[src/status_byte_pkg.sv]
// Purpose: Constants for the status summary byte block
// Assumes: One system clock, asynchronous active-low reset
// Notes: Bit positions follow the summary byte layout
package status_byte_pkg;

  // ----------------------------------------
  // Summary byte bit positions
  // ----------------------------------------
  localparam int unsigned STB_WIDTH = 8;
  localparam int unsigned BIT_RSVD0 = 0;
  localparam int unsigned BIT_RSVD1 = 1;
  localparam int unsigned BIT_ERRQ = 2;
  localparam int unsigned BIT_QUES = 3;
  localparam int unsigned BIT_MSG_AVAIL = 4;
  localparam int unsigned BIT_EVT_SUM = 5;
  localparam int unsigned BIT_MASTER = 6;
  localparam int unsigned BIT_OPER = 7;

  // ----------------------------------------
  // Reset values
  // ----------------------------------------
  localparam logic [7:0] STB_RESET = 8'h00;
  localparam logic [7:0] SRQ_EN_RESET = 8'h00;
  localparam logic [15:0] EVT_EN_RESET = 16'h0000;
  localparam logic [7:0] STD_EN_RESET = 8'h00;

  // ----------------------------------------
  // Reply path
  // ----------------------------------------
  localparam int unsigned REPLY_LATENCY = 1;

  typedef enum logic [0:0] {
    SRC_POLL,
    SRC_QUERY
  } read_src_t;

endpackage : status_byte_pkg

[src/mask_summary.sv]
// Purpose: Masked OR summary of an event register
// Assumes: Event and enable come from the same clock
// Notes: Output registered for clean timing
`timescale 1ns/1ps
module mask_summary #(
  parameter int unsigned WIDTH = 16
) (
  input wire logic sys_clk_i,
  input wire logic resetn_i,
  input wire logic [WIDTH-1:0] event_i,
  input wire logic [WIDTH-1:0] enable_i,
  output logic summary_o
);

  logic summary_d;
  logic summary_q;

  // ----------------------------------------
  // OR over all positions of event AND enable
  // ----------------------------------------
  always_comb begin
    summary_d = |(event_i & enable_i); // see RULE_10
  end

  always_ff @(posedge sys_clk_i or negedge resetn_i) begin
    if (!resetn_i) begin
      summary_q <= 1'b0;
    end else begin
      summary_q <= summary_d;
    end
  end

  assign summary_o = summary_q;

endmodule : mask_summary

[src/status_byte_summary.sv]
// Purpose: Status summary byte with master summary and read paths
// Assumes: Sources and enables are synchronous to sys_clk_i
// Notes: Reads never modify any status state
//
// Operation
// RULE_01: Bit 2 is high while the error/event queue holds at least one entry.
// RULE_02: Bit 3 is set when any questionable event bit is set with its enable bit.
// RULE_03: Bit 4 is high while the output queue holds response bytes, low when empty.
// RULE_04: Bit 5 carries the summary of the standard event status register.
// RULE_05: Bit 6 reports the master summary, high when any service reason exists.
// RULE_06: Bit 7 is set when a bit is set in the operation status register.
// RULE_07: The byte can be read by serial poll or by status query, both answered.
// RULE_08: A status query returns the byte with the master summary and alters nothing.
// RULE_09: Summary-level registers have only enable masks, no transition filters.
// RULE_10: Every summary is the OR over positions of register bit AND enable bit.
// RULE_11: Master summary is the OR of bits 0 to 5 and 7 ANDed with the service enable.
// RULE_12: Operation summary is true only when an event bit and its enable are set.
// RULE_13: The query reply is the weighted byte value with the master summary in bit 6.
// RULE_14: Reserved bits 0 and 1 read zero and never feed the master summary.
`timescale 1ns/1ps
module status_byte_summary
  import status_byte_pkg::*;
#(
  parameter int unsigned QUES_WIDTH = 16,
  parameter int unsigned OPER_WIDTH = 16,
  parameter int unsigned STD_WIDTH = 8
) (
  input wire logic sys_clk_i,
  input wire logic resetn_i,
  input wire logic err_queue_nonempty_i,
  input wire logic out_queue_nonempty_i,
  input wire logic [QUES_WIDTH-1:0] ques_event_i,
  input wire logic [QUES_WIDTH-1:0] ques_enable_i,
  input wire logic [OPER_WIDTH-1:0] oper_event_i,
  input wire logic [OPER_WIDTH-1:0] oper_enable_i,
  input wire logic [STD_WIDTH-1:0] std_event_i,
  input wire logic [STD_WIDTH-1:0] std_enable_i,
  input wire logic [7:0] srq_enable_i,
  input wire logic poll_req_i,
  input wire logic query_req_i,
  output logic [7:0] status_summary_byte_o,
  output logic master_summary_o,
  output logic reply_valid_o,
  output logic [7:0] reply_data_o,
  output logic reply_is_query_o
);

  // ----------------------------------------
  // Summaries of lower registers
  // ----------------------------------------
  logic questionable_summary;
  logic operation_summary;
  logic evt_summary;

  // Enable masks only, no transition filters here
  mask_summary #(.WIDTH(QUES_WIDTH)) u_ques ( // see RULE_09
    .sys_clk_i(sys_clk_i),
    .resetn_i(resetn_i),
    .event_i(ques_event_i),
    .enable_i(ques_enable_i),
    .summary_o(questionable_summary)
  ); // see RULE_02

  mask_summary #(.WIDTH(OPER_WIDTH)) u_oper (
    .sys_clk_i(sys_clk_i),
    .resetn_i(resetn_i),
    .event_i(oper_event_i),
    .enable_i(oper_enable_i),
    .summary_o(operation_summary)
  ); // see RULE_06 see RULE_12

  mask_summary #(.WIDTH(STD_WIDTH)) u_std (
    .sys_clk_i(sys_clk_i),
    .resetn_i(resetn_i),
    .event_i(std_event_i),
    .enable_i(std_enable_i),
    .summary_o(evt_summary)
  ); // see RULE_04

  // ----------------------------------------
  // Service request decode
  // ----------------------------------------
  // Bit 6 is the result, so it can never be one of its own causes
  function automatic logic any_service_reason(
    input logic [7:0] status_bits,
    input logic [7:0] enable_bits
  );
    logic [7:0] cause_mask;
    cause_mask = ~(8'h01 << BIT_MASTER);
    return |(status_bits & enable_bits & cause_mask);
  endfunction : any_service_reason

  // ----------------------------------------
  // Summary byte assembly
  // ----------------------------------------
  logic err_d;
  logic err_q;
  logic mav_d;
  logic mav_q;
  logic [7:0] stb_d;
  logic [7:0] stb_q;
  logic mss_d;
  logic mss_q;

  // Queue levels registered to match the summary latency
  always_comb begin
    err_d = err_queue_nonempty_i; // see RULE_01
    mav_d = out_queue_nonempty_i; // see RULE_03
  end

  always_ff @(posedge sys_clk_i or negedge resetn_i) begin
    if (!resetn_i) begin
      err_q <= 1'b0;
      mav_q <= 1'b0;
    end else begin
      err_q <= err_d;
      mav_q <= mav_d;
    end
  end

  always_comb begin
    stb_d = STB_RESET;
    stb_d[BIT_RSVD0] = 1'b0; // see RULE_14
    stb_d[BIT_RSVD1] = 1'b0; // see RULE_14
    stb_d[BIT_ERRQ] = err_q; // see RULE_01
    stb_d[BIT_QUES] = questionable_summary; // see RULE_02
    stb_d[BIT_MSG_AVAIL] = mav_q; // see RULE_03
    stb_d[BIT_EVT_SUM] = evt_summary; // see RULE_04
    stb_d[BIT_OPER] = operation_summary; // see RULE_06
    // Reserved bits already zero, so they add no cause
    mss_d = any_service_reason(stb_d, srq_enable_i); // see RULE_11 see RULE_05
    stb_d[BIT_MASTER] = mss_d; // see RULE_05
  end

  always_ff @(posedge sys_clk_i or negedge resetn_i) begin
    if (!resetn_i) begin
      stb_q <= STB_RESET;
      mss_q <= 1'b0;
    end else begin
      stb_q <= stb_d;
      mss_q <= mss_d;
    end
  end

  // ----------------------------------------
  // Read paths: serial poll and status query
  // ----------------------------------------
  logic reply_valid_d;
  logic reply_valid_q;
  logic [7:0] reply_data_d;
  logic [7:0] reply_data_q;
  logic reply_is_query_d;
  logic reply_is_query_q;

  // Query wins if both arrive together; neither clears state
  always_comb begin
    reply_valid_d = poll_req_i | query_req_i; // see RULE_07
    reply_data_d = reply_data_q;
    reply_is_query_d = reply_is_query_q;
    if (query_req_i) begin
      reply_data_d = stb_q; // see RULE_08 see RULE_13
      reply_is_query_d = 1'b1;
    end else if (poll_req_i) begin
      // RQS not implemented, so poll shows the same byte
      reply_data_d = stb_q; // see RULE_07
      reply_is_query_d = 1'b0;
    end
  end

  always_ff @(posedge sys_clk_i or negedge resetn_i) begin
    if (!resetn_i) begin
      reply_valid_q <= 1'b0;
      reply_data_q <= STB_RESET;
      reply_is_query_q <= 1'b0;
    end else begin
      reply_valid_q <= reply_valid_d;
      reply_data_q <= reply_data_d;
      reply_is_query_q <= reply_is_query_d;
    end
  end

  // ----------------------------------------
  // Outputs, all straight from registers
  // ----------------------------------------
  assign status_summary_byte_o = stb_q;
  assign master_summary_o = mss_q;
  assign reply_valid_o = reply_valid_q;
  assign reply_data_o = reply_data_q;
  assign reply_is_query_o = reply_is_query_q;

endmodule : status_byte_summary

[config.mk]
export PLATFORM = sky130hd
export DESIGN_NAME = status_byte_summary
export DESIGN_NICKNAME = d
export VERILOG_FILES = /design/src/status_byte_pkg.sv /design/src/mask_summary.sv /design/src/status_byte_summary.sv
export SDC_FILE = /design/constraint.sdc
export NUM_CORES = 1
export LEC_CHECK = 0
export ABC_AREA = 1
export BUFFER_PORTS_ARGS = -buffer_cell sky130_fd_sc_hd__buf_2
export CORE_MARGIN = 4
export CORE_UTILIZATION = 30
export CTS_CLUSTER_DIAMETER = 80
export DETAILED_ROUTE_END_ITERATION = 6
export PLACE_DENSITY_LB_ADDON = 0.08
export SLEW_MARGIN = 20
export SYNTH_ARGS = -nofsm -noshare
export SYNTH_HDL_FRONTEND = slang
export SYNTH_HIERARCHICAL = 1
export SYNTH_SLANG_ARGS = --single-unit
[constraint.sdc]
create_clock -name sys_clk_i -period 1.4 [get_ports sys_clk_i]
set_input_delay 0.07 -clock sys_clk_i [delete_from_list [all_inputs] [get_ports sys_clk_i]]
set_output_delay 0.07 -clock sys_clk_i [all_outputs]
set_load 0.1 [all_outputs]
==> qor.yml <==
die:
  die_w_um: 65.0
  dieArea_mm2: 0.00422
  row_count: 20
  coreArea_mm2: 0.00308
  io_pins: 113
  die_h_um: 65.0
  start_util: 0.316
clock_network:
  clock_latency_ps: 280
  cts_tree: "done"
  cts.sinks: 19
  numCtsBuffers: 3
  post_cts_resized: 0
  clkTransAtPathRegs_ps: 100
  cts_root_buf: "clkbuf_4"
  htreeDepth: 1
  clockBufferDepth: 2
power_and_ir_drop:
  p_sw_frac: 0.374
  irDropWorstVdd_v: 0.000230
  p_clk_frac: 0.193
  combPwrFrac: 0.365
  switching_power_mw: 0.499
  power_density_mw_per_mm2: 835
  p_leak_nw: 0.994
  p_seq_frac: 0.441
  cell_internal_pwr_mw: 0.835
final_layout:
  fin_nets: 348
  multi_input_area_um2: 415
  antenna_cells: 0
  area_delta_synth_final_pct: 64.0
  seqCellArea_um2: 477
  nFillCells: 337
  drive_gt1_frac: 0.447
sta:
  fin_skew_ps: 1.62
  drv_slew: 0
  layout_setup_ws_ps: 241
  hold_viol_final: 0
  finalCritPeriodShare: 0.828
  final.min_clock_period_ps: 1160
  setup_viol: 0
  rsz0062_at_grt: "no"
  max_freq_mhz: 863
  fin_tns_setup_ps: 0
global_route:
  grt_use_total: 0.118
  grt_pass1_vias: 1080
  gr-total-overflow: 0
  grt_max_degree: 20
  grt_pass1_wl_um: 4020
  antenna_found_initial: 0
route:
  drt-total-wl_um: 2510
  drt_iter0_drc: 11
  antenna_left: 0
  wl_per_cell_um: 8.43
  vias: 1126
  remaining_drc_errors: 0
  first_pass_iters: 4
  viasPerCell: 3.79
synth:
  synth_cells: 142
  syn_area_um2: 973
  ys_seq_elements: 19
  synth_mux_area_frac: 0
  postSynthAreaPerCell_um2: 6.86
  synth_top_family_by_area: "simple AND/OR/NAND/NOR gates"
  synth_compound_area_frac: 0.00900
  ys_warn_count: 6
  synth_fa_ha_area_frac: 0
  synth_xor_area_frac: 0
  ys_seq_area_frac: 0.488
  ys_top_cells_by_area: "dfrtp_1 49%, nand2_1 35%, inv_1 5.4%"
  synth_largest_area_cell: "dfrtp_1"
  netlist.area_leader.share: 0.488
  synthSimpleGateAreaFrac: 0.402
  synth_cell_type_count: 10
setup_path:
  worst-path-buf-inv: 1
  arrival_ps: 1090
  startpoint_type: "register"
  cp_cell_sequence: "buf_2"
  path_max_fanout: 3
  critPathRequiredTime_ps: 1330
  max_stage_delay_ps: 420
  path_class: "reg -> out"
  end_kind: "output port"
  critPathSlowestCell: "buf_2"
  critical-path-top-delay-family: "buffers and inverters"
placed_design:
  gp_congestion: 0.668
  port_buffers: 105
  dp_hpwl_um: 2280
  preCtsSetupSlack_ps: 557
run:
  maxCapViolations: 0
outcome:
  status: "completed"
hold_path:
  min_path_type: "in -> reg"
[logic make-up after synthesis]
logic type | Yosys count
AOI/OAI and AO/OA | 1
buffers and inverters | 20
DFF | 19
other | 1
and+or+nand+nor | 101
[path summary, 6_finish.rpt]
kind	startpoint	to	slack, ps	cells past startpoint
worst max register to register	u_std/summary_o	status_summary_byte_o[6]	670	4
min in group asynchronous	resetn_i	reply_data_o[5]	230	2
worst min-delay path	std_enable_i[6]	u_std/summary_o	50	5
worst min register to register	u_oper/summary_o	status_summary_byte_o[7]	380	0
max in group asynchronous	resetn_i	status_summary_byte_o[6]	860	2
worst max-delay path	status_summary_byte_o[6]	master_summary_o	240	1
[per-stage QoR]
stage / util / power, mW / hold slack, ps / std cells / instance area [µm²]
after floorplan: - / 0.923 / -226 / 145 / 986
after global placement: 0.497 / 1.08 / 27.2 / 289 / 1530
after detailed placement: 0.497 / 1.08 / 24.1 / 289 / 1530
after CTS: 0.519 / 1.36 / 43.6 / 297 / 1600
after global routing: 0.519 / 1.43 / 46.2 / 297 / 1600
final: 0.519 / 1.33 / 48.4 / 297 / 1600
[registers in the layout (all words and copies together) (netlist names)]
| register | flops |
|---|---|
| err_q | 1 |
| u_std/summary_o | 1 |
| reply_is_query_o | 1 |
| reply_valid_o | 1 |
| status_summary_byte_o | 6 |
| u_ques/summary_o | 1 |
| reply_data_o | 6 |
| mav_q | 1 |
| u_oper/summary_o | 1 |
[repair_timing]
| item | CTS | global route |
|---|---|---|
| setup buffers | 0 | 0 |
| hold buffers | 4 | 0 |
| endpoints found under the hold margin | 22 | 0 |
[metal layers]
| layer | vias up | wire length [µm] | track usage |
|---|---|---|---|
| met4 | 0 | 0 | 0.0475 |
| met2 | 51 | 1380 | 0.223 |
| met1 | 443 | 864 | 0.129 |
| met5 | - | 0 | 0 |
| met3 | 0 | 256 | 0.0173 |
| li1 | 632 | - | - |
[power by group through the flow]
stage	Sequential, mW	Clock, mW	Combinational, mW
2_1_floorplan	0.770	0	0.153
6_report	0.589	0.258	0.487
3_5_place_dp	0.600	0	0.483
3_3_place_gp	0.599	0	0.481
4_1_cts	0.589	0.279	0.493
5_1_grt	0.593	0.306	0.530
[cell usage in the layout, fill, tap and decap left out]
master / n
clkbuf_4: 3
dfrtp_2: 1
nor2_4: 1
nand4_1: 2
conb_1: 4
dlygate4sd3_1: 4
a21o_2: 1
dfrtp_1: 18
inv_2: 1
inv_1: 14
nor2_1: 7
nand2_1: 91
buf_2: 105
clkinv_2: 1
[area by class of cell]
| type | instances | area share |
|---|---|---|
| clock buffers | 3 | 0.0141 |
| clock inverters | 1 | 0.00313 |
| well taps | 44 | 0.0345 |
| multi-input cells | 106 | 0.260 |
| inverters | 15 | 0.0353 |
| flip-flops and latches | 19 | 0.299 |
| repair buffers | 109 | 0.354 |
[worst reg2reg max path, delay by kind of cell, from the launching register on]
family | cells | cell delay [ps]
flip-flops | 1 | 390
AND/OR/NAND/NOR | 3 | 190
buffers and inverters | 1 | 30
[synth_stat cells]
library cell,count
nand2_1,91
inv_1,14
nor2_1,7
a21o_2,1
inv_2,1
buf_4,5
nand4_1,2
dfrtp_1,19
conb_1,1
nor2_4,1
Power figures use the tool's default switching activity.
